[src/common/itfd_defines.vh]
// Purpose: Constants for the input terminal function dispatch block.
// Assumes: 25 MHz system clock, 32-bit APB register access.
// Notes: Filter time is held in milliseconds; a millisecond tick comes from a divider.
`ifndef ITFD_DEFINES_VH
`define ITFD_DEFINES_VH

`define ITFD_NUM_TERM 5
`define ITFD_CLK_HZ 25000000
`define ITFD_TICK_MS 1000
`define ITFD_MS_CYCLES (`ITFD_CLK_HZ / `ITFD_TICK_MS)
`define ITFD_MS_CNT_W 15
`define ITFD_FILT_W 11
`define ITFD_FILT_MAX 11'h03E8
`define ITFD_FILT_RST 11'h000A

`define ITFD_FN_PID_REV 6'h23
`define ITFD_FN_STOP1 6'h24
`define ITFD_FN_CMD_SW2 6'h25
`define ITFD_FN_INT_HOLD 6'h26
`define ITFD_FN_SRCX_KEY 6'h27
`define ITFD_FN_SRCY_KEY 6'h28
`define ITFD_FN_RSV41 6'h29
`define ITFD_FN_RSV42 6'h2A
`define ITFD_FN_GAIN_SW 6'h2B
`define ITFD_FN_RSV44 6'h2C
`define ITFD_FN_RSV45 6'h2D
`define ITFD_FN_SPD_TRQ 6'h2E
`define ITFD_FN_ESTOP 6'h2F
`define ITFD_FN_STOP2 6'h30
`define ITFD_FN_DEC_DCB 6'h31
`define ITFD_FN_CLR_TIME 6'h32

`define ITFD_SRC_KEYPAD 2'h0
`define ITFD_DECEL_SET4 2'h3

`define ITFD_ADDR_FUNC0 12'h000
`define ITFD_ADDR_FUNC1 12'h004
`define ITFD_ADDR_FILT 12'h008
`define ITFD_ADDR_CFG 12'h00C
`define ITFD_ADDR_STAT 12'h010
`define ITFD_ADDR_REQ 12'h014

`define ITFD_FUNC_W 6
`define ITFD_FUNC0_TERMS 4
`define ITFD_FUNC_LANE 8
`define ITFD_REQ_W 15
`define ITFD_CFG_PIDDIR 0
`define ITFD_CFG_SRC_LO 1
`define ITFD_CFG_SRC_HI 2
`define ITFD_CFG_GAINSEL 3
`define ITFD_CFG_TRQMODE 4
`define ITFD_CFG_W 5

`endif

[src/design/itfd_ms_tick.v]
// Purpose: Divides the system clock into a one-cycle millisecond enable.
// Assumes: ITFD_MS_CYCLES fits in ITFD_MS_CNT_W bits.
// Notes: Free running from reset.
`timescale 1ns/10ps
`include "itfd_defines.vh"
module itfd_ms_tick (
   input wire CLOCK_I,
   input wire RST_B_I,
   output reg tick_o
);
   localparam integer LAST_I = `ITFD_MS_CYCLES - 1;
   localparam [`ITFD_MS_CNT_W-1:0] LAST = LAST_I[`ITFD_MS_CNT_W-1:0];
   reg [`ITFD_MS_CNT_W-1:0] cnt_r;

   always @(posedge CLOCK_I or negedge RST_B_I) begin
      if (!RST_B_I) begin
         cnt_r <= {`ITFD_MS_CNT_W{1'b0}};
         tick_o <= 1'b0;
      end else begin
         tick_o <= (cnt_r == LAST);
         if (cnt_r == LAST) begin
            cnt_r <= {`ITFD_MS_CNT_W{1'b0}};
         end else begin
            cnt_r <= cnt_r + 1'b1;
         end
      end
   end
endmodule

[src/design/itfd_debounce.v]
// Purpose: Synchronises one terminal and accepts a new level only after it is stable.
// Assumes: tick_i is a one-cycle pulse each millisecond.
// Notes: A filter time of zero passes the synchronised level straight through.
`timescale 1ns/10ps
`include "itfd_defines.vh"
module itfd_debounce (
   input wire CLOCK_I,
   input wire RST_B_I,
   input wire pin_i,
   input wire tick_i,
   input wire [`ITFD_FILT_W-1:0] filt_ms_i,
   output reg level_o
);
   reg sync1_r;
   reg sync2_r;
   reg [`ITFD_FILT_W-1:0] cnt_r;

   always @(posedge CLOCK_I or negedge RST_B_I) begin
      if (!RST_B_I) begin
         sync1_r <= 1'b0;
         sync2_r <= 1'b0;
         cnt_r <= {`ITFD_FILT_W{1'b0}};
         level_o <= 1'b0;
      end else begin
         sync1_r <= pin_i;
         sync2_r <= sync1_r;
         // Stability timer restarts on any bounce.
         if (sync2_r == level_o) begin
            cnt_r <= {`ITFD_FILT_W{1'b0}};
         // The tick runs free, so the first tick may come at once; one extra tick
         // guarantees that a level is held for at least the whole filter time.
         end else if ((filt_ms_i == {`ITFD_FILT_W{1'b0}}) || (cnt_r > filt_ms_i)) begin
            level_o <= sync2_r;
            cnt_r <= {`ITFD_FILT_W{1'b0}};
         end else if (tick_i) begin
            cnt_r <= cnt_r + 1'b1;
         end
      end
   end
endmodule

[src/design/itfd_top.v]
// Purpose: Maps filtered input terminals with function codes 35 to 50 onto control requests.
// Assumes: APB slave, 25 MHz clock, five terminals, one function code per terminal.
// Notes: Requests are levels held while the terminal stays valid; the core decides timing.
// Operation
// Function 35 inverts configured regulator direction.
// Function 36 stops only under keypad control.
// Function 37 picks terminal or communication commands.
// Function 38 freezes the integral term only.
// Function 39 puts keypad frequency on X.
// Function 40 puts keypad frequency on Y.
// Function 43 selects gain set when enabled.
// Function 46 flips configured speed/torque mode.
// Function 47 fastest stop at current limit.
// Function 48 stops using fourth deceleration time.
// Function 49 decelerates then DC braking.
// Function 50 clears the run time counter.
// Codes 41, 42, 44, 45 do nothing.
// Every terminal passes a configurable debounce filter.
//
// Our own choices: the register addresses and the APB interface to the registers.
`timescale 1ns/10ps
`include "itfd_defines.vh"
module itfd_top (
   input wire CLOCK_I,
   input wire RST_B_I,
   input wire PSEL_I,
   input wire PENABLE_I,
   input wire PWRITE_I,
   input wire [11:0] PADDR_I,
   input wire [31:0] PWDATA_I,
   output reg [31:0] PRDATA_O,
   output wire PREADY_O,
   output wire PSLVERR_O,
   input wire [`ITFD_NUM_TERM-1:0] MULTI_FUNCTION_INPUT_I,
   output reg REG_DIR_REVERSE_O,
   output reg KEYPAD_STOP_REQ_O,
   output reg CMD_SRC_COMM_O,
   output reg INTEGRAL_HOLD_O,
   output reg SRC_X_KEYPAD_O,
   output reg SRC_Y_KEYPAD_O,
   output reg GAIN_SET2_O,
   output reg TORQUE_MODE_O,
   output reg EMERGENCY_STOP_O,
   output reg CURRENT_LIMIT_STOP_O,
   output reg DECEL_STOP_REQ_O,
   output reg [1:0] DECEL_TIME_SEL_O,
   output reg DC_BRAKE_DECEL_O,
   output reg RUN_TIME_CLEAR_O
);
   localparam NT = `ITFD_NUM_TERM;
   localparam FW = `ITFD_FUNC_W;

   reg [FW*NT-1:0] func_r;
   reg [`ITFD_FILT_W-1:0] filt_r;
   reg [`ITFD_CFG_W-1:0] cfg_r;
   wire [NT-1:0] level;
   wire tick;
   wire wr_en;
   wire rd_en;
   wire addr_ok;
   reg [NT-1:0] hit_35, hit_36, hit_37, hit_38, hit_39, hit_40, hit_43;
   reg [NT-1:0] hit_46, hit_47, hit_48, hit_49, hit_50;
   reg [31:0] rd_nxt;
   integer k;
   integer m;
   integer j;

   itfd_ms_tick u_tick (
      .CLOCK_I(CLOCK_I),
      .RST_B_I(RST_B_I),
      .tick_o(tick)
   );

   genvar g;
   generate
      for (g = 0; g < NT; g = g + 1) begin : g_term
         // Filter per terminal.
         itfd_debounce u_deb (
            .CLOCK_I(CLOCK_I),
            .RST_B_I(RST_B_I),
            .pin_i(MULTI_FUNCTION_INPUT_I[g]),
            .tick_i(tick),
            .filt_ms_i(filt_r),
            .level_o(level[g])
         );
      end
   endgenerate

   // Every access completes in its first access cycle, so the slave never waits.
   assign PREADY_O = 1'b1;
   assign addr_ok = (PADDR_I == `ITFD_ADDR_FUNC0) || (PADDR_I == `ITFD_ADDR_FUNC1) ||
                    (PADDR_I == `ITFD_ADDR_FILT) || (PADDR_I == `ITFD_ADDR_CFG) ||
                    (PADDR_I == `ITFD_ADDR_STAT) || (PADDR_I == `ITFD_ADDR_REQ);
   assign PSLVERR_O = PSEL_I & PENABLE_I & ~addr_ok;
   assign wr_en = PSEL_I & PENABLE_I & PWRITE_I & addr_ok;
   assign rd_en = PSEL_I & PENABLE_I & ~PWRITE_I;

   always @(posedge CLOCK_I or negedge RST_B_I) begin
      if (!RST_B_I) begin
         func_r <= {FW*NT{1'b0}};
         filt_r <= `ITFD_FILT_RST;
         cfg_r <= {`ITFD_CFG_W{1'b0}};
      end else if (wr_en) begin
         case (PADDR_I)
            `ITFD_ADDR_FUNC0: begin
               for (m = 0; m < `ITFD_FUNC0_TERMS; m = m + 1) begin
                  func_r[FW*m +: FW] <= PWDATA_I[`ITFD_FUNC_LANE*m +: FW];
               end
            end
            `ITFD_ADDR_FUNC1: func_r[FW*`ITFD_FUNC0_TERMS +: FW] <= PWDATA_I[FW-1:0];
            `ITFD_ADDR_FILT: begin
               // Values above one second are clamped rather than refused.
               if (PWDATA_I[`ITFD_FILT_W-1:0] > `ITFD_FILT_MAX || (|PWDATA_I[31:`ITFD_FILT_W])) begin
                  filt_r <= `ITFD_FILT_MAX;
               end else begin
                  filt_r <= PWDATA_I[`ITFD_FILT_W-1:0];
               end
            end
            `ITFD_ADDR_CFG: cfg_r <= PWDATA_I[`ITFD_CFG_W-1:0];
            default: cfg_r <= cfg_r;
         endcase
      end
   end

   always @* begin
      rd_nxt = 32'h0000_0000;
      case (PADDR_I)
         `ITFD_ADDR_FUNC0: begin
            for (j = 0; j < `ITFD_FUNC0_TERMS; j = j + 1) begin
               rd_nxt[`ITFD_FUNC_LANE*j +: FW] = func_r[FW*j +: FW];
            end
         end
         `ITFD_ADDR_FUNC1: rd_nxt[FW-1:0] = func_r[FW*`ITFD_FUNC0_TERMS +: FW];
         `ITFD_ADDR_FILT: rd_nxt[`ITFD_FILT_W-1:0] = filt_r;
         `ITFD_ADDR_CFG: rd_nxt[`ITFD_CFG_W-1:0] = cfg_r;
         `ITFD_ADDR_STAT: rd_nxt[NT-1:0] = level;
         `ITFD_ADDR_REQ: rd_nxt[`ITFD_REQ_W-1:0] = {RUN_TIME_CLEAR_O, DC_BRAKE_DECEL_O, DECEL_TIME_SEL_O, DECEL_STOP_REQ_O,
                                   CURRENT_LIMIT_STOP_O, EMERGENCY_STOP_O, TORQUE_MODE_O, GAIN_SET2_O,
                                   SRC_Y_KEYPAD_O, SRC_X_KEYPAD_O, INTEGRAL_HOLD_O, CMD_SRC_COMM_O,
                                   KEYPAD_STOP_REQ_O, REG_DIR_REVERSE_O};
         default: rd_nxt = 32'h0000_0000;
      endcase
   end

   always @(posedge CLOCK_I or negedge RST_B_I) begin
      if (!RST_B_I) begin
         PRDATA_O <= 32'h0000_0000;
      end else if (PSEL_I & ~PENABLE_I & ~PWRITE_I) begin
         PRDATA_O <= rd_nxt;
      end else if (rd_en) begin
         PRDATA_O <= PRDATA_O;
      end
   end

   // Per-terminal match of valid level against its assigned code.
   always @* begin
      for (k = 0; k < NT; k = k + 1) begin
         hit_35[k] = level[k] && (func_r[FW*k +: FW] == `ITFD_FN_PID_REV);
         hit_36[k] = level[k] && (func_r[FW*k +: FW] == `ITFD_FN_STOP1);
         hit_37[k] = level[k] && (func_r[FW*k +: FW] == `ITFD_FN_CMD_SW2);
         hit_38[k] = level[k] && (func_r[FW*k +: FW] == `ITFD_FN_INT_HOLD);
         hit_39[k] = level[k] && (func_r[FW*k +: FW] == `ITFD_FN_SRCX_KEY);
         hit_40[k] = level[k] && (func_r[FW*k +: FW] == `ITFD_FN_SRCY_KEY);
         hit_43[k] = level[k] && (func_r[FW*k +: FW] == `ITFD_FN_GAIN_SW);
         hit_46[k] = level[k] && (func_r[FW*k +: FW] == `ITFD_FN_SPD_TRQ);
         hit_47[k] = level[k] && (func_r[FW*k +: FW] == `ITFD_FN_ESTOP);
         hit_48[k] = level[k] && (func_r[FW*k +: FW] == `ITFD_FN_STOP2);
         hit_49[k] = level[k] && (func_r[FW*k +: FW] == `ITFD_FN_DEC_DCB);
         hit_50[k] = level[k] && (func_r[FW*k +: FW] == `ITFD_FN_CLR_TIME);
      end
   end

   // Reserved codes 41, 42, 44, 45 have no decoder, so they drive nothing.
   always @(posedge CLOCK_I or negedge RST_B_I) begin
      if (!RST_B_I) begin
         REG_DIR_REVERSE_O <= 1'b0;
         KEYPAD_STOP_REQ_O <= 1'b0;
         CMD_SRC_COMM_O <= 1'b0;
         INTEGRAL_HOLD_O <= 1'b0;
         SRC_X_KEYPAD_O <= 1'b0;
         SRC_Y_KEYPAD_O <= 1'b0;
         GAIN_SET2_O <= 1'b0;
         TORQUE_MODE_O <= 1'b0;
         EMERGENCY_STOP_O <= 1'b0;
         CURRENT_LIMIT_STOP_O <= 1'b0;
         DECEL_STOP_REQ_O <= 1'b0;
         DECEL_TIME_SEL_O <= 2'h0;
         DC_BRAKE_DECEL_O <= 1'b0;
         RUN_TIME_CLEAR_O <= 1'b0;
      end else begin
         // Direction inversion.
         REG_DIR_REVERSE_O <= cfg_r[`ITFD_CFG_PIDDIR] ^ (|hit_35);
         // Keypad-only stop.
         KEYPAD_STOP_REQ_O <= (|hit_36) && (cfg_r[`ITFD_CFG_SRC_HI:`ITFD_CFG_SRC_LO] == `ITFD_SRC_KEYPAD);
         // Source select, valid means communication.
         CMD_SRC_COMM_O <= |hit_37;
         // Integral freeze only.
         INTEGRAL_HOLD_O <= |hit_38;
         // Keypad replaces X.
         SRC_X_KEYPAD_O <= |hit_39;
         // Keypad replaces Y.
         SRC_Y_KEYPAD_O <= |hit_40;
         // Gain set select.
         GAIN_SET2_O <= cfg_r[`ITFD_CFG_GAINSEL] & (|hit_43);
         // Mode flip.
         TORQUE_MODE_O <= cfg_r[`ITFD_CFG_TRQMODE] ^ (|hit_46);
         // Fastest stop at limit.
         EMERGENCY_STOP_O <= |hit_47;
         CURRENT_LIMIT_STOP_O <= |hit_47;
         // Stop with fourth decel time.
         DECEL_STOP_REQ_O <= |hit_48;
         DECEL_TIME_SEL_O <= (|hit_48) ? `ITFD_DECEL_SET4 : 2'h0;
         // Decel then DC braking.
         DC_BRAKE_DECEL_O <= |hit_49;
         // Run timer clear.
         RUN_TIME_CLEAR_O <= |hit_50;
      end
   end
endmodule

[config.mk]
export PLATFORM = sky130hd
export DESIGN_NAME = itfd_top
export DESIGN_NICKNAME = d
export VERILOG_FILES = /design/src/design/itfd_ms_tick.v /design/src/design/itfd_debounce.v /design/src/design/itfd_top.v
export VERILOG_INCLUDE_DIRS = /design/src /design/src/common
export SDC_FILE = /design/constraint.sdc
export NUM_CORES = 1
export LEC_CHECK = 0
export BUFFER_PORTS_ARGS = -buffer_cell sky130_fd_sc_hd__buf_2
export CORE_MARGIN = 1.5
export CORE_UTILIZATION = 59
export DETAILED_ROUTE_END_ITERATION = 12
export GPL_ROUTABILITY_DRIVEN = 0
export HOLD_SLACK_MARGIN = 0.08
export PLACE_DENSITY = 0.8
export SYNTH_ARGS = -nofsm -noshare
export SYNTH_HDL_FRONTEND = slang
export SYNTH_SLANG_ARGS = --single-unit
[constraint.sdc]
create_clock -name CLOCK_I -period 2.35 [get_ports CLOCK_I]
set_input_delay 0.235 -clock CLOCK_I [delete_from_list [all_inputs] [get_ports CLOCK_I]]
set_output_delay 0.235 -clock CLOCK_I [all_outputs]
set_load 0.03 [all_outputs]
== After elaboration in Yosys (flattened, before gate mapping) ==
Index checks and enable logic that the tools add are counted.

* Flip-flop bits (word level): 173
* Output and inout port bits: 49
* Word-level logic and storage cells: 268

* $add $sub $neg: 6
* Magnitude comparators: 6
* Equal/unequal tests: 71
* Muxes and demuxes: 26
* Bitwise logic cells: 17
* Reductions and logical operators: 102

{| class="wikitable"
|+ Operators with widths
! kind !! number
|-
| $eq A6 B6 Y1 const B || 60
|-
| $mux W11 || 16
|-
| $logic_and A1 B1 Y1 || 61
|-
| $reduce_or A5 Y1 || 12
|-
| $add A11 B1 Y11 const B || 5
|-
| $gt A11 B11 Y1 || 5
|-
| $pmux W5 S6 || 1
|-
| $eq A12 B4 Y1 const B || 2
|-
| $eq A12 B5 Y1 const B || 2
|-
| $reduce_or A21 Y1 || 1
|-
| $reduce_and A2 Y1 || 9
|-
| $add A15 B1 Y15 const B || 1
|-
| $eq A15 B15 Y1 const B || 1
|-
| $mux W15 || 1
|-
| $reduce_bool A3 Y1 || 5
|-
| $eq A12 B3 Y1 const B || 1
|-
| $logic_not A12 Y1 || 1
|-
| $mux W6 || 2
|-
| $gt A11 B10 Y1 const B || 1
|-
| $logic_not A11 Y1 || 1
|-
| $logic_or A1 B1 Y1 || 11
|-
| $pmux W3 S3 || 1
|-
| $not A1 Y1 || 8
|-
| $and A1 B1 Y1 || 7
|-
| 8 further kinds || 13
|}

== Logic depth before layout (Yosys ltp) ==
* Depth in word-level cells: 8
* Mapped depth: 8
* Mapped depth without buffers: 7

== Cells and area by module ==
A second synthesis with hierarchy kept.

* Cell total of the unflattened synthesis: 1,005
* Area total of the unflattened synthesis: 10,117.2 um^2

{| class="wikitable"
|+ Modules (own cells, without submodules)
! module !! times used !! cells each !! area an instance (um^2)
|-
| itfd_debounce || 5 || 96 || 947.2
|-
| itfd_top || 1 || 449 || 4,571.9
|-
| itfd_ms_tick || 1 || 76 || 809.5
|}

== Least setup slack after synthesis ==
No wires, ideal clock.

* Kind: reg-to-reg
* Start point: register filt_r[3]
* End point: register g_term[0].u_deb.cnt_r[1]
* Arrival: 2.056 ns
* Data required time: 2.278 ns
* Slack: 0.221 ns
* Cell stages (with the launch flop): 9
* Path buffers: 1
* Clock period less this slack: 2.129 ns
* Cell sequence: dfstp_2 inv_1 ha_1 and4_1 a21boi_0 o311ai_0 nand4_1 clkbuf_1 nor2_1

* Longest elaborated chain between the ends: 4
* Elaborated cells on any way between the ends: 6
* Those cells by class: order compare (1); mux (2); reduce/logical (3)

{| class="wikitable"
|+ Ends and longest elaborated chain
! what !! RTL line !! RTL
|-
| start, declared || itfd_top.v:54 || <nowiki>reg [`ITFD_FILT_W-1:0] filt_r;</nowiki>
|-
| start signal, assigned || itfd_top.v:101 || <nowiki>filt_r <= `ITFD_FILT_RST;</nowiki>
|-
| start signal, assigned || itfd_top.v:114 || <nowiki>filt_r <= `ITFD_FILT_MAX;</nowiki>
|-
| start signal, assigned || itfd_top.v:116 || <nowiki>filt_r <= PWDATA_I[`ITFD_FILT_W-1:0];</nowiki>
|-
| $gt A11 B11 Y1 / $logic_not A11 Y1 (equally long branches) || itfd_debounce.v:32 || <nowiki>end else if ((filt_ms_i == {`ITFD_FILT_W{1'b0}}) || (cnt_r > filt_ms_i)) begin</nowiki>
|-
| $logic_or A1 B1 Y1 (*) || itfd_debounce.v:32 ||
|-
| $mux W11 || itfd_debounce.v:32 ||
|-
| $mux W11 || itfd_debounce.v:28 || <nowiki>if (sync2_r == level_o) begin</nowiki>
|-
| end signal, assigned || itfd_debounce.v:29 || <nowiki>cnt_r <= {`ITFD_FILT_W{1'b0}};</nowiki>
|-
| end signal, assigned || itfd_debounce.v:34 || <nowiki>cnt_r <= {`ITFD_FILT_W{1'b0}};</nowiki>
|-
| end signal, assigned || itfd_debounce.v:36 || <nowiki>cnt_r <= cnt_r + 1'b1;</nowiki>
|-
| end, declared || itfd_debounce.v:16 || <nowiki>reg [`ITFD_FILT_W-1:0] cnt_r;</nowiki>
|}

Every way passes the cells marked *; elsewhere a longest branch is shown, timed or not.
A chain may end at the register's enable or synchronous reset.

== Worst setup path after layout ==
* Start point: register filt_r[2]
* End point: register g_term[2].u_deb.level_o

* Longest elaborated chain between the ends: 3
* Elaborated cells on any way between the ends: 4
* Those cells by class: order compare (1); reduce/logical (3)

{| class="wikitable"
|+ Ends and longest elaborated chain
! what !! RTL line !! RTL
|-
| $gt A11 B11 Y1 / $logic_not A11 Y1 (equally long branches) || itfd_debounce.v:32 ||
|-
| $logic_or A1 B1 Y1 (*) || itfd_debounce.v:32 ||
|-
| $reduce_and A2 Y1 (no line) (*) || n/a ||
|-
| end signal, assigned || itfd_debounce.v:33 || <nowiki>level_o <= sync2_r;</nowiki>
|-
| end, declared || itfd_debounce.v:12 || <nowiki>output reg level_o</nowiki>
|}

Marked as above.

==> flow_metrics.tcl <==
set metrics [dict create \
    outcome "finished clean" \
    maxCapViolations 0 \
    drive_above_1_share_pct 20.7 \
    cts_max_path_buffers 2 \
    grt_pass1_wl_um 38000 \
    syn_area_per_cell_um2 10.0 \
    r2r-end "g_term[2].u_deb.level_o" \
    cts_buffers 17 \
    synth-seq-cells 171 \
    seq_area_frac_synth_pct 45.3 \
    skew_ps 7.32 \
    required_ps 2680 \
    dpl.hpwl_um 17100 \
    ys_async_sr_fraction_pct 100 \
    cts_tree "yes" \
    yosys_warnings 0 \
    power.leakage_nw 5.35 \
    crit_type "register to register" \
    layout_min_cycle_time_ps 2240 \
    rows 46 \
    drc_errors 0 \
    fill_cells 1199 \
    final_cell_mix "dfrtp_1 (169), nor2_1 (105), buf_2 (95)" \
    portBuffers 96 \
    nets 1190 \
    r2r_cells 7 \
    grt_remaining_overflow 0 \
    worstSetupEndpointType "register" \
    critPathMaxFanout 5 \
    drt-initial-drc-count 872 \
    clockRootBuffer "clkbuf_16" \
    tightest_slew_ps 735 \
    critPathLaunchType "register" \
    timing.final.crit_share_pct 95.4 \
    drt_pre_antenna_iters 8 \
    use_met1_pct 38.2 \
    grt.busiest_layer "met2" \
    area_delta_synth_final_pct 18.6 \
    viasPerCell 6.07 \
    synthesis.instances 942 \
    maxSlewHeadroom_pct 50.4 \
    worstHoldPathType "input port to register" \
    finalPower_mw 6.26 \
    coreArea_um2 15800 \
    hold_depth 2 \
    hold_viol_final 0 \
    synth_cell_types 59 \
    irDropWorstVdd_mv 0.539 \
    ioPinCount 103 \
    r2r_slack_ps 110 \
    ant_nets 0 \
    diodes 0 \
    fin_util_pct 71.0 \
    cts.htree.levels 4 \
    crit_arrival_ps 2570 \
    insertion_delay_ps 440 \
    finalWirelength_um 23700 \
    syn_area_um2 9450 \
    die_area_um2 16800 \
    rr_startpoint "filt_r[2]" \
    fp.dieH_um 130 \
    die_width_um 130 \
    maxSlewViolCount 0 \
    setup_violations 0 \
    grt_use_total_pct 29.5 \
    floorplan.initialDensity_pct 59.9 \
    synth_edf_count 0 \
    use_met2_pct 48.0 \
    grt_max_degree 58 \
    clock_sinks 171 \
    grt_pass1_vias 7488 \
    clkTransAtPathRegs_ps 70 \
    min_from "PWDATA_I[3]" \
    power_density_nw_per_um2 559 \
    vias 7914 \
    avgRoutedWirePerCell_um 18.2 \
    worstHoldEndpoint "filt_r[3]" \
    mostFrequentLayoutCell "dfrtp_1" \
    postCtsSetupBuffers 0 \
    max_freq_mhz 446 \
    synthFlopType "dfrtp_1" \
    antenna_found_initial 0 \
    use_met3_pct 5.74 \
]
## state kept, by name, indices dropped and copies added (netlist names)
name,count
g_term.u_deb.cnt_r,55
func_r,30
PRDATA_O,27
u_tick.cnt_r,15
filt_r,11
cfg_r,5
g_term.u_deb.level_o,5
g_term.u_deb.sync1_r,5
g_term.u_deb.sync2_r,5
CMD_SRC_COMM_O,1
CURRENT_LIMIT_STOP_O,1
DC_BRAKE_DECEL_O,1
DECEL_TIME_SEL_O,1
GAIN_SET2_O,1
INTEGRAL_HOLD_O,1
KEYPAD_STOP_REQ_O,1
REG_DIR_REVERSE_O,1
RUN_TIME_CLEAR_O,1
SRC_X_KEYPAD_O,1
SRC_Y_KEYPAD_O,1
TORQUE_MODE_O,1
u_tick.tick_o,1
## worst max-delay path: stages (launching register included)
cell and delay (ps):
dfrtp_1 380, inv_1 230, ha_1 320, a21oi_1 240, a211oi_2 130, a2111oi_4 370
o21ai_0 160, mux2_2 300
## what timing repair did
item,CTS,global route
gates resized for setup,2,14
pin swaps,0,1
endpoints found under the setup margin,13,49
hold buffers,22,0
endpoints found under the hold margin,73,0
## power breakdown
group	internal (mW)	switching (mW)
clock	1.72	1.28
sequential	2.96	0.00914
combinational	0.110	0.195
total	4.78	1.48
## worst max-delay path by stage
| stage | from | to | slack [ps] | depth (start not counted) |
|---|---|---|---|---|
| 2_1_floorplan | filt_r[3] | g_term[0].u_deb.cnt_r[1] | 220 | 8 |
| 3_3_place_gp | filt_r[1] | g_term[4].u_deb.level_o | 80 | 7 |
| 3_5_place_dp | filt_r[9] | g_term[4].u_deb.level_o | 40 | 7 |
| 4_1_cts | filt_r[9] | g_term[2].u_deb.cnt_r[1] | 5 | 8 |
| 5_1_grt | filt_r[1] | g_term[2].u_deb.cnt_r[1] | -8 | 8 |
| 6_report | filt_r[2] | g_term[2].u_deb.level_o | 110 | 7 |
## kinds of logic (layout without fill, tap and decap cells)
family | after synthesis | in the layout | share of synthesized area (%)
flip-flops | 171 | 171 | 45.3
AND/OR/NAND/NOR | 401 | 401 | 22.2
XOR/XNOR | 70 | 70 | 6.49
other | 2 | 6 | 0.0795
AO/OA/AOI/OAI | 118 | 118 | 8.09
buffers and inverters | 66 | 208 | 3.30
multiplexers | 53 | 53 | 6.40
adder cells (fa/ha/maj) | 61 | 61 | 8.08
## routing by layer
layer	up-vias	routed length, um
met2	389	11400
met4	0	865
met5	-	0
li1	3679	-
met3	76	1810
met1	3770	9630
## cell usage after synthesis, types with 3 or more instances
master	number	share of area, %
a211oi_1	12	0.95
a21oi_1	25	1.3
a221oi_1	3	0.28
a22o_1	4	0.37
a22oi_1	4	0.32
a2bb2oi_1	4	0.37
and3_1	13	0.86
and3b_1	4	0.37
and4_1	7	0.65
buf_2	5	0.26
buf_4	11	0.87
clkbuf_1	20	0.79
dfrtp_1	169	45
ha_1	61	8.1
inv_1	25	0.99
mux2_2	39	4.6
mux2i_1	12	1.3
nand2_1	84	3.3
nand2b_1	9	0.60
nand3_1	54	2.9
nand3b_1	11	0.87
nand4_1	38	2.5
nor2_1	105	4.2
nor3_1	24	1.3
nor3b_1	7	0.56
nor4_1	16	1.1
nor4_4	3	0.68
o211ai_1	4	0.32
o21ai_0	34	1.8
o22ai_1	8	0.53
o311ai_0	4	0.37
o32ai_1	5	0.46
or3_1	7	0.46
or4_1	3	0.24
xnor2_1	23	2.1
xor2_1	47	4.4
## stage by stage
stage / instance area (um^2) / setup TNS [ps] / worst slack (ps) / hold slack [ps] / cells
floorplan: 9460 / 0 / 221 / -60.6 / 946
global placement: 10300 / 0 / 79.8 / 247 / 1250
detailed placement: 10300 / 0 / 43.8 / 248 / 1250
CTS: 11100 / 0 / 5.16 / 86.5 / 1304
global route: 11200 / -8.75 / -8.22 / 93.4 / 1304
finish: 11200 / 0 / 109 / 97.3 / 1304
## area by class of cell
cell class | count | area (um^2) | area share (%)
Tap cell | 216 | 270 | 2.41
Clock inverter | 15 | 203 | 1.81
Timing Repair Buffer | 151 | 992 | 8.86
Inverter | 25 | 93.8 | 0.838
Sequential cell | 171 | 4280 | 38.2
Multi-Input combinational cell | 709 | 4940 | 44.1
Clock buffer | 17 | 425 | 3.80
No activity file was read; power rests on OpenSTA's default activity.
